### config.mk
export PLATFORM = sky130hd
export DESIGN_NAME = rsq_top
export DESIGN_NICKNAME = d
export VERILOG_FILES = /design/src/hw/rsq_pkg.sv /design/src/hw/rsq_relay_if.sv /design/src/hw/rsq_top.sv /design/src/hw/rsq_relay_bank.sv
export SDC_FILE = /design/constraint.sdc
export NUM_CORES = 2
export LEC_CHECK = 0
export ABC_AREA = 0
export ABC_CLOCK_PERIOD_IN_PS = 8700
export BUFFER_PORTS_ARGS = -buffer_cell sky130_fd_sc_hd__buf_2
export CORE_ASPECT_RATIO = 0.5
export CORE_MARGIN = 3
export CORE_UTILIZATION = 25
export CTS_CLUSTER_SIZE = 40
export DETAILED_ROUTE_END_ITERATION = 6
export PLACE_DENSITY = 0.51
export RECOVER_POWER = 50
export SYNTH_ARGS = -nofsm -noshare
export SYNTH_HDL_FRONTEND = slang
export SYNTH_SLANG_ARGS = --single-unit
### constraint.sdc
create_clock -name clk -period 8.7 [get_ports clk]
set_clock_uncertainty 0.2 [all_clocks]
set_input_delay 1.305 -clock clk [delete_from_list [all_inputs] [get_ports clk]]
set_output_delay 1.305 -clock clk [all_outputs]
set_load 0.005 [all_outputs]
### src/hw/rsq_pkg.sv
// package: constants, types and register map of the relay scan sequencer
// Behaviour
// - counted arm moves idle to armed
// - trigger closes next relay, opens previous
// - counted passes done returns to idle
// - idle ignores triggers, relays unchanged
// - reset leaves sequencer idle
// - free arm needs defined scan list
// - free trigger opens current, closes next
// - free mode runs until halt command
// - halt opens closed relay, then idle
// - suspend source ignores all hardware triggers
// - software trigger overrides suspend, skips delay
// - first trigger only closes first relay
// - trigger after last pass entry idles
// - immediate source steps list until halt, or until counted passes are done
// - joined close opens all joined scan sections first
// - four joined 40-channel sections act 160-channel
// - scan mode keeps one relay per section
// - model query returns carrier then slots
// - default names sequential from carrier
// - join links commons of listed sections
// - configuration change opens named sections' relays
package rsq_pkg;

  localparam int NSEC  = 6;   // sections per module
  localparam int NCH   = 40;  // relays per section
  localparam int NLIST = 80;  // scan list depth
  localparam int NSLOT = 12;  // carrier plus following slots

  // apb register offsets
  localparam logic [7:0] A_CTRL    = 8'h00;
  localparam logic [7:0] A_SRC     = 8'h04;
  localparam logic [7:0] A_COUNT   = 8'h08;
  localparam logic [7:0] A_DELAY   = 8'h0C;
  localparam logic [7:0] A_LISTLEN = 8'h10;
  localparam logic [7:0] A_LISTWR  = 8'h14;
  localparam logic [7:0] A_STATUS  = 8'h18;
  localparam logic [7:0] A_SECT    = 8'h1C;
  localparam logic [7:0] A_RELAY   = 8'h20;
  localparam logic [7:0] A_MODEL   = 8'h40;
  localparam logic [7:0] A_NAME    = 8'h44;

  // ctrl bit positions (write one pulses)
  localparam int C_ARM_CNT  = 0;
  localparam int C_ARM_FREE = 1;
  localparam int C_HALT     = 2;
  localparam int C_SWTRIG   = 3;
  localparam int C_CLOSE    = 4;
  localparam int C_CONFIG   = 5;
  localparam int C_JOIN     = 6;
  localparam int C_DISJOIN  = 7;

  // reset values
  localparam logic [15:0] RST_COUNT = 16'h0001;
  localparam logic [15:0] RST_DELAY = 16'h0000;

  typedef enum logic [1:0] {
    SRC_HOLD, SRC_HW, SRC_CMD, SRC_IMM
  } rsq_src_e;

  typedef enum logic [1:0] {
    ST_IDLE, ST_ARMED, ST_WAIT
  } rsq_state_e;

  // one step request passed to the relay bank
  typedef struct packed {
    logic       open_all;     // open every relay of masked sections
    logic [5:0] sec_mask;
    logic       open_one;
    logic [2:0] open_sec;
    logic [5:0] open_ch;
    logic       close_one;
    logic [2:0] close_sec;
    logic [5:0] close_ch;
  } rsq_cmd_s;

endpackage

### src/hw/rsq_relay_if.sv
// interface: relay bank command carrier
`timescale 1ns/1ps
interface rsq_relay_if;
  import rsq_pkg::*;
  rsq_cmd_s   cmd;
  logic [5:0] join_mask;
  logic [5:0] scan_mask;
  modport seq  (output cmd, output join_mask, output scan_mask);
  modport bank (input cmd, input join_mask, input scan_mask);
endinterface

### src/hw/rsq_top.sv
// module: trigger scan sequencer with apb registers
//
// Our own choices: register access over APB and the register offsets.
`timescale 1ns/1ps
module rsq_top
  import rsq_pkg::*;
(
  // clock and reset
  input  wire logic                clk,
  input  wire logic                nrst,
  // apb slave
  input  wire logic                psel,
  input  wire logic                penable,
  input  wire logic                pwrite,
  input  wire logic [7:0]          paddr,
  input  wire logic [31:0]         pwdata,
  output      logic [31:0]         prdata,
  output      logic                pready,
  output      logic                pslverr,
  // backplane trigger pin, asynchronous
  input  wire logic                hw_trig,
  // module codes present per slot, from backplane
  input  wire logic [NSLOT*16-1:0] slot_model,
  // relay drive
  output      logic [NSEC*NCH-1:0] relay
);

  typedef struct packed {
    rsq_state_e  state;
    logic        free_run;
    logic [1:0]  src;
    logic [15:0] count;
    logic [15:0] delay;
    logic [15:0] dcnt;
    logic [15:0] pass;
    logic [6:0]  len;
    logic [6:0]  wptr;
    logic [6:0]  pos;       // next entry to close
    logic        closed;    // an entry is currently closed
    logic [6:0]  cur;       // entry currently closed
    logic [5:0]  join_m;
    logic [5:0]  scan_m;
    logic [1:0]  cfg;
    logic [3:0]  msel;
    logic [1:0]  sync;
    logic        trig_d;
    logic [31:0] rdata;
    logic        err;
    logic [NLIST*9-1:0] list;
  } rsq_top_s;

  rsq_top_s   r_reg, r_next;
  rsq_relay_if rif();

  wire logic setup = psel && !penable;
  wire logic wr    = setup && pwrite;
  wire logic rd    = setup && !pwrite;

  // decode used by read and write paths
  function automatic logic known(input logic [7:0] a);
    return a == A_CTRL || a == A_SRC || a == A_COUNT || a == A_DELAY ||
           a == A_LISTLEN || a == A_LISTWR || a == A_STATUS ||
           a == A_SECT || a == A_MODEL || a == A_NAME ||
           (a >= A_RELAY && a < A_RELAY + 8'h20);
  endfunction

  function automatic logic [8:0] entry(input rsq_top_s s,
                                       input logic [6:0] i);
    return s.list[int'(i)*9 +: 9];
  endfunction

  logic       hw_edge;
  logic       step;
  logic       accept;
  logic       swt;
  logic [8:0] e_new;
  logic [8:0] e_old;
  logic [7:0] ridx;

  assign hw_edge = r_reg.sync[1] && !r_reg.trig_d;
  assign swt     = wr && paddr == A_CTRL && pwdata[C_SWTRIG];
  assign e_new   = entry(r_reg, r_reg.pos);
  assign e_old   = entry(r_reg, r_reg.cur);
  assign ridx    = (paddr - A_RELAY) >> 2;

  // accepted trigger from the enabled source
  always_comb begin
    accept = 1'b0;
    case (rsq_src_e'(r_reg.src))
      SRC_HOLD: accept = 1'b0;
      SRC_HW:   accept = hw_edge;
      SRC_CMD:  accept = wr && paddr == A_CTRL && pwdata[C_SWTRIG];
      SRC_IMM:  accept = 1'b1;
      default:  accept = 1'b0;
    endcase
  end

  // sequencer, registers and relay commands
  always_comb begin
    r_next          = r_reg;
    r_next.sync     = {r_reg.sync[0], hw_trig};
    r_next.trig_d   = r_reg.sync[1];
    rif.cmd         = '0;
    rif.join_mask   = r_reg.join_m;
    rif.scan_mask   = r_reg.scan_m;
    step            = 1'b0;

    case (r_reg.state)
      ST_IDLE: begin
        step = 1'b0;
      end
      ST_ARMED: begin
        if (swt) begin
          step = 1'b1;
        end else if (accept && r_reg.src != SRC_CMD) begin
          if (r_reg.delay == '0) begin
            step = 1'b1;
          end else begin
            r_next.dcnt  = r_reg.delay;
            r_next.state = ST_WAIT;
          end
        end else if (accept) begin
          step = 1'b1;
        end
      end
      ST_WAIT: begin
        if (swt || r_reg.dcnt == 16'h0001) begin
          step         = 1'b1;
          r_next.state = ST_ARMED;
        end else begin
          r_next.dcnt = r_reg.dcnt - 16'h0001;
        end
      end
      default: r_next.state = ST_IDLE;
    endcase

    if (step) begin
      // open previous then close next; first step has nothing open
      rif.cmd.open_one  = r_reg.closed;
      rif.cmd.open_sec  = e_old[8:6];
      rif.cmd.open_ch   = e_old[5:0];
      if (!r_reg.free_run && r_reg.pos == '0 &&
          r_reg.pass == r_reg.count && r_reg.closed) begin
        rif.cmd.close_one = 1'b0;
        r_next.closed     = 1'b0;
        r_next.state      = ST_IDLE;
      end else begin
        rif.cmd.close_one = 1'b1;
        rif.cmd.close_sec = e_new[8:6];
        rif.cmd.close_ch  = e_new[5:0];
        r_next.closed     = 1'b1;
        r_next.cur        = r_reg.pos;
        if (r_reg.pos + 7'h01 >= r_reg.len) begin
          r_next.pos  = '0;
          r_next.pass = r_reg.pass + 16'h0001;
        end else begin
          r_next.pos  = r_reg.pos + 7'h01;
        end
      end
    end

    // apb writes take effect in the setup cycle, zero wait
    if (wr) begin
      // error flag stands until the next setup, set or cleared here
      r_next.err = !known(paddr);
      case (paddr)
        A_CTRL: begin
          if (pwdata[C_ARM_CNT] && r_reg.state == ST_IDLE
              && r_reg.len != '0) begin
            r_next.state    = ST_ARMED;
            r_next.free_run = 1'b0;
            r_next.pos      = '0;
            // passes completed so far; done once it equals count
            r_next.pass     = 16'h0000;
          end
          if (pwdata[C_ARM_FREE] && r_reg.state == ST_IDLE
              && r_reg.len != '0) begin
            r_next.state    = ST_ARMED;
            r_next.free_run = 1'b1;
            r_next.pos      = '0;
            r_next.pass     = 16'h0000;
          end
          if (pwdata[C_HALT]) begin
            rif.cmd.open_one  = r_reg.closed;
            rif.cmd.open_sec  = e_old[8:6];
            rif.cmd.open_ch   = e_old[5:0];
            rif.cmd.close_one = 1'b0;
            r_next.closed     = 1'b0;
            r_next.state      = ST_IDLE;
          end
          if (pwdata[C_CLOSE]) begin
            rif.cmd.close_one = 1'b1;
            rif.cmd.close_sec = pwdata[18:16];
            rif.cmd.close_ch  = pwdata[13:8];
          end
          if (pwdata[C_CONFIG]) begin
            rif.cmd.open_all = 1'b1;
            rif.cmd.sec_mask = pwdata[29:24];
            r_next.cfg       = pwdata[21:20];
          end
          if (pwdata[C_JOIN]) begin
            r_next.join_m = r_reg.join_m | pwdata[29:24];
          end
          if (pwdata[C_DISJOIN]) begin
            r_next.join_m = '0;
          end
        end
        A_SRC:     r_next.src   = pwdata[1:0];
        A_COUNT:   r_next.count = pwdata[15:0];
        A_DELAY:   r_next.delay = pwdata[15:0];
        A_LISTLEN: begin
          r_next.len  = pwdata[6:0];
          r_next.wptr = '0;
        end
        A_LISTWR: begin
          if (r_reg.wptr < 7'(NLIST)) begin
            r_next.list[int'(r_reg.wptr)*9 +: 9] = pwdata[8:0];
            r_next.wptr = r_reg.wptr + 7'h01;
          end
        end
        A_SECT:    r_next.scan_m = pwdata[5:0];
        A_MODEL:   r_next.msel   = pwdata[3:0];
        default:   r_next.err    = !known(paddr);
      endcase
    end

    // read data captured in setup, presented in access
    if (rd) begin
      r_next.err   = !known(paddr);
      r_next.rdata = '0;
      case (paddr)
        A_SRC:     r_next.rdata = {30'h0, r_reg.src};
        A_COUNT:   r_next.rdata = {16'h0, r_reg.count};
        A_DELAY:   r_next.rdata = {16'h0, r_reg.delay};
        A_LISTLEN: r_next.rdata = {25'h0, r_reg.len};
        A_STATUS:  r_next.rdata = {r_reg.pass, 1'b0, r_reg.pos,
                                   3'h0, r_reg.closed,
                                   r_reg.free_run, 1'b0, r_reg.state};
        A_SECT:    r_next.rdata = {18'h0, r_reg.cfg, r_reg.join_m,
                                   r_reg.scan_m};
        // carrier first then slots to the right
        A_MODEL:   r_next.rdata = (r_reg.msel < 4'(NSLOT)) ?
          {16'h0, slot_model[int'(r_reg.msel)*16 +: 16]} : 32'h0;
        // default name index is slot position plus one
        A_NAME:    r_next.rdata = {28'h0, r_reg.msel + 4'h1};
        default: begin
          if (paddr >= A_RELAY && paddr < A_RELAY + 8'h20 &&
              ridx < 8'h08) begin
            r_next.rdata = relay[int'(ridx)*32 +: 32];
          end
        end
      endcase
    end
  end

  // single state register, reset leaves idle and defaults
  always_ff @(posedge clk or negedge nrst) begin
    if (!nrst) begin
      r_reg       <= '0;
      r_reg.state <= ST_IDLE;
      r_reg.count <= RST_COUNT;
      r_reg.delay <= RST_DELAY;
    end else begin
      r_reg <= r_next;
    end
  end

  // one access cycle, never stretched
  assign pready  = 1'b1;
  assign prdata  = r_reg.rdata;
  assign pslverr = r_reg.err;

  rsq_relay_bank u_bank (
    .clk   (clk),
    .nrst  (nrst),
    .rif   (rif.bank),
    .relay (relay)
  );

endmodule

### src/hw/rsq_relay_bank.sv
// module: relay state bank with scan and join exclusion
`timescale 1ns/1ps
module rsq_relay_bank
  import rsq_pkg::*;
(
  // clock and reset
  input  wire logic              clk,
  input  wire logic              nrst,
  // command side
  rsq_relay_if.bank              rif,
  // relay drive
  output      logic [NSEC*NCH-1:0] relay
);

  typedef struct packed {
    logic [NSEC*NCH-1:0] relay;
  } rsq_bank_s;

  rsq_bank_s st_reg, st_next;

  // opens, then exclusion clear, then close: later wins in one cycle
  always_comb begin
    st_next = st_reg;
    if (rif.cmd.open_all) begin
      for (int s = 0; s < NSEC; s++) begin
        if (rif.cmd.sec_mask[s]) begin
          st_next.relay[s*NCH +: NCH] = '0;
        end
      end
    end
    if (rif.cmd.open_one) begin
      st_next.relay[int'(rif.cmd.open_sec)*NCH + int'(rif.cmd.open_ch)]
        = 1'b0;
    end
    if (rif.cmd.close_one) begin
      for (int s = 0; s < NSEC; s++) begin
        // scan sections hold one relay; joined ones act as one scanner
        if (s == int'(rif.cmd.close_sec) && rif.scan_mask[s]) begin
          st_next.relay[s*NCH +: NCH] = '0;
        end
        if (rif.join_mask[rif.cmd.close_sec] && rif.join_mask[s]
            && rif.scan_mask[s]) begin
          st_next.relay[s*NCH +: NCH] = '0;
        end
      end
      st_next.relay[int'(rif.cmd.close_sec)*NCH + int'(rif.cmd.close_ch)]
        = 1'b1;
    end
  end

  // reset opens every relay
  always_ff @(posedge clk or negedge nrst) begin
    if (!nrst) begin
      st_reg <= '0;
    end else begin
      st_reg <= st_next;
    end
  end

  assign relay = st_reg.relay;

endmodule

; ---- Word level (Yosys, flattened, before mapping)
; Index checks and enable logic that the tools add are counted.
[totals]
in_bits = 238
word_cells = 258
output_inout_bits = 274
ff_bits = 1112
[op_classes]
n_reduce_logical = 77
magnitude_cmp = 11
mux = 96
bitwise = 5
n_addsub = 9
eq_ne = 27
shifts = 6
mul = 5
[ops]
columns = operator, count
row1 = 2-to-1 mux 720 bit, 2
row2 = variable part select 720 x 12 -> 9 bit, 2
row3 = 2-to-1 mux 40 bit, 24
row4 = 2-to-1 mux 721 bit, 1
row5 = bitwise mux 720 bit, 1
row6 = 2-to-1 mux 240 bit, 3
row7 = variable shift 9 x 33 -> 720 bit (first input constant), 1
row8 = variable part select 9 x 33 -> 720 bit, 1
row9 = case mux 32 bit (8 select lines), 1
row10 = bitwise AND 240 bit, 1
row11 = inverter 240 bit, 1
row12 = bitwise OR 240 bit, 1
row13 = variable part select 240 x 12 -> 32 bit, 1
row14 = 2-to-1 mux 16 bit, 13
row15 = variable part select 192 x 9 -> 16 bit, 1
row16 = adder 32 x 7 -> 32 bit, 2
row17 = greater-or-equal comparator 32 x 1 -> 1 bit (second input constant), 2
row18 = < comparator 32 x 10 -> 1 bit (second input constant), 2
row19 = 2-to-1 mux 7 bit, 8
row20 = 2-to-1 mux 27 bit, 2
row21 = 2-to-1 mux 38 bit, 1
row22 = 2-to-1 mux 37 bit, 1
row23 = logical AND 1 bit, 36
row24 = multiplier 7 x 4 -> 11 bit (second input constant), 3
row25 = other kinds (57), 125

; ---- Logic depth before layout (Yosys ltp)
[depth]
ltp_word = 29
ltp_mapped = 30
depth_no_buf = 21

; ---- Modules after synthesis
; From an unflattened synthesis, not the netlist that was laid out.
[unflattened]
cells_unflattened = 5155
area_unflattened_um2 = 63086.8
[by_module_without_submodules]
columns = module, seq_area_each_um2, area_each_um2, n_inst, cells_each
row1 = rsq_top, 21822.2, 51635.8, 1, 4041
row2 = rsq_relay_bank, 6005.8, 11451.0, 1, 1114

; ---- Worst setup path before layout
; No wires, ideal clock.
[synth_timing]
kind = flip-flop to flip-flop
start = register r_reg[774] (netlist bit)
end = register u_bank.st_reg (netlist bit u_bank.relay[126])
path_slack_ns = 2.392
n_path_buf = 7
t_arrival_ns = 5.973
setup_time_ns = 0.135
stages_incl_launch_ff = 22
t_required_ns = 8.365
period_less_slack_ns = 6.308
cell_sequence = dfrtp_1 > buf_2 > buf_2 > buf_2 > buf_2 > buf_1 > mux4_2 > mux4_2 > mux4_2 > nand2_1 > a21oi_1 > ha_1 > fa_1 > a21oi_1 > nor2b_1 > xnor2_1 > clkbuf_1 > nor3b_1 > nand3_1 > clkbuf_1 > o21ai_0 > o22ai_1
[synth_rtl]
columns = element, line
row1 = "start, declared", rsq_top.sv:52  ; rsq_top_s r_reg, r_next;
row2 = "start signal, assigned", rsq_top.sv:264  ; r_reg <= r_next;
row3 = "end signal, assigned", rsq_relay_bank.sv:56  ; st_reg <= st_next;
row4 = "end, declared", rsq_relay_bank.sv:19  ; rsq_bank_s st_reg, st_next;

==> impl_metrics.ini <==
[floorplanning]
chipWidth_um = 706
boundaryPins = 512
row_count = 127
initial_core_util = 0.253
die_h_um = 356
placeableCoreArea_mm2 = 0.242
dieArea_mm2 = 0.251

[placed_design]
hpwl_um = 189000
dpl_cell_area_mm2 = 0.0675
gp_congestion = 0.916
io_buffers = 505
numPlacedInstances = 8486

[synthesis]
synth_top_area_frac = 0.454
synthCells = 5029
synth_top_area_cell = dfrtp_1
synth_area_leaders = dfrtp_1, mux4_2, mux2_2, o21ai_0, nand2_1
synthTopCellsByCount = dfrtp_1, mux2_2, nand2_1
synth-compound-area-share = 0.0959
synthFlopType = dfrtp_1
synth.area.mux_share = 0.318
synth_edf_count = 0
synthArstFlopShare = 1.00
ys_ff_latch = 1112
synth.distinct_cells = 76
yosysWarnings = 0
synthXorXnorAreaFrac = 0.00758
synth_most_common_cell = dfrtp_1
synth_area_mm2 = 0.0613
synth_top_family_by_area = multiplexers
ys_seq_area_frac = 0.454
synth-simple-area-share = 0.0832
synth_fp_nets = 5304
synth_area_per_cell_um2 = 12.2
synth_fa_ha_area_frac = 0.00780

[worst_setup_path]
worst-path-buf-inv = 2
end_kind = flop
path_cells = buf_12 -> buf_4 -> mux4_2 -> mux4_2 -> mux4_2 -> nand2_1 -> a21oi_1 -> ha_1 -> fa_1 -> a21oi_1 -> nor2b_1 -> xnor2_1 -> nor3b_1 -> nand3_1 -> o21ai_0 -> o22ai_1
path_max_fanout = 27
cp-start-kind = flop
critPathMaxStageDelay_ns = 0.79
crit_arrival_ns = 7.79
cp_top_family = simple AND/OR/NAND/NOR gates
crit_required_ns = 9.09
crit_top_cell = mux4_2
crit_path_top_delay_cell = dfrtp_4
criticalPathCategory = reg2reg

[finish]
nets = 5655
final_core_util = 0.294
drive_above_1_share = 0.336
final_cells = 8713
area_growth_pct = 16.1
fillers = 24819
final_cell_area_mm2 = 0.0711

[route]
ant_nets = 0
dr.pass1.iters = 7
vias_per_cell = 5.49
drc = 9
wirelength_um = 260000
drtIter0Drc = 5698
vias = 47815
routedWlPerCell_um = 29.9

[timing]
max_freq_ghz = 0.135
hold_violations = 0
post-route-period-util = 0.851
layout_min_cycle_time_ns = 7.40
relSlewSlack = -2.40
setup-tns-final_ns = 0
rsz0062_at_grt = no
tightest_slew_ns = 5.10
slew_viol_final = 504
final-setup-viol-count = 0

[clock_tree]
clockBufferDepth = 3
ctsResizeCount = 0
htree_levels = 3
cts_root_buf = clkbuf_16
hold_buffers = 0
postCtsSetupRepairBufs = 0
clock_latency_ns = 0.77
numCtsBuffers = 117
cts_tree = built
path_clk_slew_ns = 0.06
cts.sinks = 1112

[grt]
grt_use_total = 0.200
overflow = 0
grt_pass1_vias = 46603
grt_pass1_wl_um = 364000
antenna_found_initial = 31
grt_max_degree = 159

[power_and_ir_drop]
leakagePower_nw = 30.1
power.total_mw = 11.1
power_density_mw_per_mm2 = 156
ir_drop_mv = 0.140

[outcome]
status = finished with violations
violations = design-rule violations, max-capacitance violations, max-slew violations

[flow_run]
cap_viol_max_count = 7

[hold_path]
hold_class = reg2reg
-- path summary, 6_finish.rpt --
check                                 start                          to  slack, ns  depth (start not counted)
worst min-delay path            r_next[755]                 r_next[753]       0.16                          0
worst max-delay path             r_reg[774]           u_bank.relay[117]       1.30                         16
worst min register to register  r_next[755]                 r_next[753]       0.16                          0
max in group asynchronous              nrst  asynchronous set/reset pin       1.56                          2
worst max register to register   r_reg[774]           u_bank.relay[117]       1.30                         16
min in group asynchronous              nrst            u_bank.relay[81]       2.19                          1
-- worst register-to-register path, stage by stage (launching register included) --
cell and delay [ns]:
dfrtp_4 0.79, buf_12 0.35, buf_4 0.28, mux4_2 0.51
mux4_2 0.46, mux4_2 0.55, nand2_1 0.11, a21oi_1 0.20
ha_1 0.30, fa_1 0.51, a21oi_1 0.18, nor2b_1 0.07
xnor2_1 0.63, nor3b_1 0.72, nand3_1 0.78, o21ai_0 0.44
o22ai_1 0.14
-- logic make-up (layout without fill, tap and decap cells) --
logic type,after synthesis,count (layout)
multiplexers,1205,1205
AND/OR/NAND/NOR,1141,1141
flip-flops,1112,1112
AO/OA/AOI/OAI,1005,1005
buffers and inverters,475,926
XOR/XNOR,53,53
adder cells (fa/ha/maj),37,37
other,1,9
-- power breakdown --
group	internal (mW)	switching [mW]
registers	5.23	0.0537
logic	0.157	0.398
clock network	2.99	2.27
-- placed cells by master (no fill, tap or decap), types with 66 or more instances in the layout --
| cell type | synthesis | final |
|---|---|---|
| dfrtp_1 | 1111 | 1103 |
| mux2_2 | 596 | 596 |
| nand2_1 | 565 | 564 |
| mux4_2 | 534 | 534 |
| o21ai_0 | 475 | 475 |
| buf_2 | 53 | 309 |
| o22ai_1 | 262 | 262 |
| clkbuf_1 | 277 | 220 |
| nor2_1 | 219 | 206 |
| buf_4 | 42 | 127 |
| clkbuf_16 | 0 | 121 |
| a21oi_1 | 83 | 83 |
| and2_1 | 80 | 80 |
| mux2i_1 | 75 | 75 |
| nand3_1 | 67 | 66 |
-- through the flow --
stage / hold slack [ns] / setup slack, ns
5_1_grt: 0.178 / 0.566
2_1_floorplan: 0.131 / 2.39
3_5_place_dp: 0.144 / 0.854
4_1_cts: 0.159 / 1.44
3_3_place_gp: 0.141 / 0.916
6_report: 0.160 / 1.30
-- cell type report --
type                       instances  area [um^2]  area share
tap                             3225         4040      0.0567
antenna                            8         20.0    0.000281
multi-input combinational       3442        31600       0.444
clock buffer                     182         3580      0.0503
clock inverter                    37          370     0.00521
inverter                          60          226     0.00318
sequential                      1112        27900       0.391
timing repair buffer             647         3480      0.0489
-- layer usage --
metal / vias up / routed length [um] / GRT usage
li1: 19756 / - / -
met1: 25318 / 109000 / 0.269
met2: 2210 / 118000 / 0.312
met3: 523 / 20300 / 0.0404
met4: 8 / 13600 / 0.0914
met5: - / 60 / 0
No activity file was read; power rests on OpenSTA's default activity.
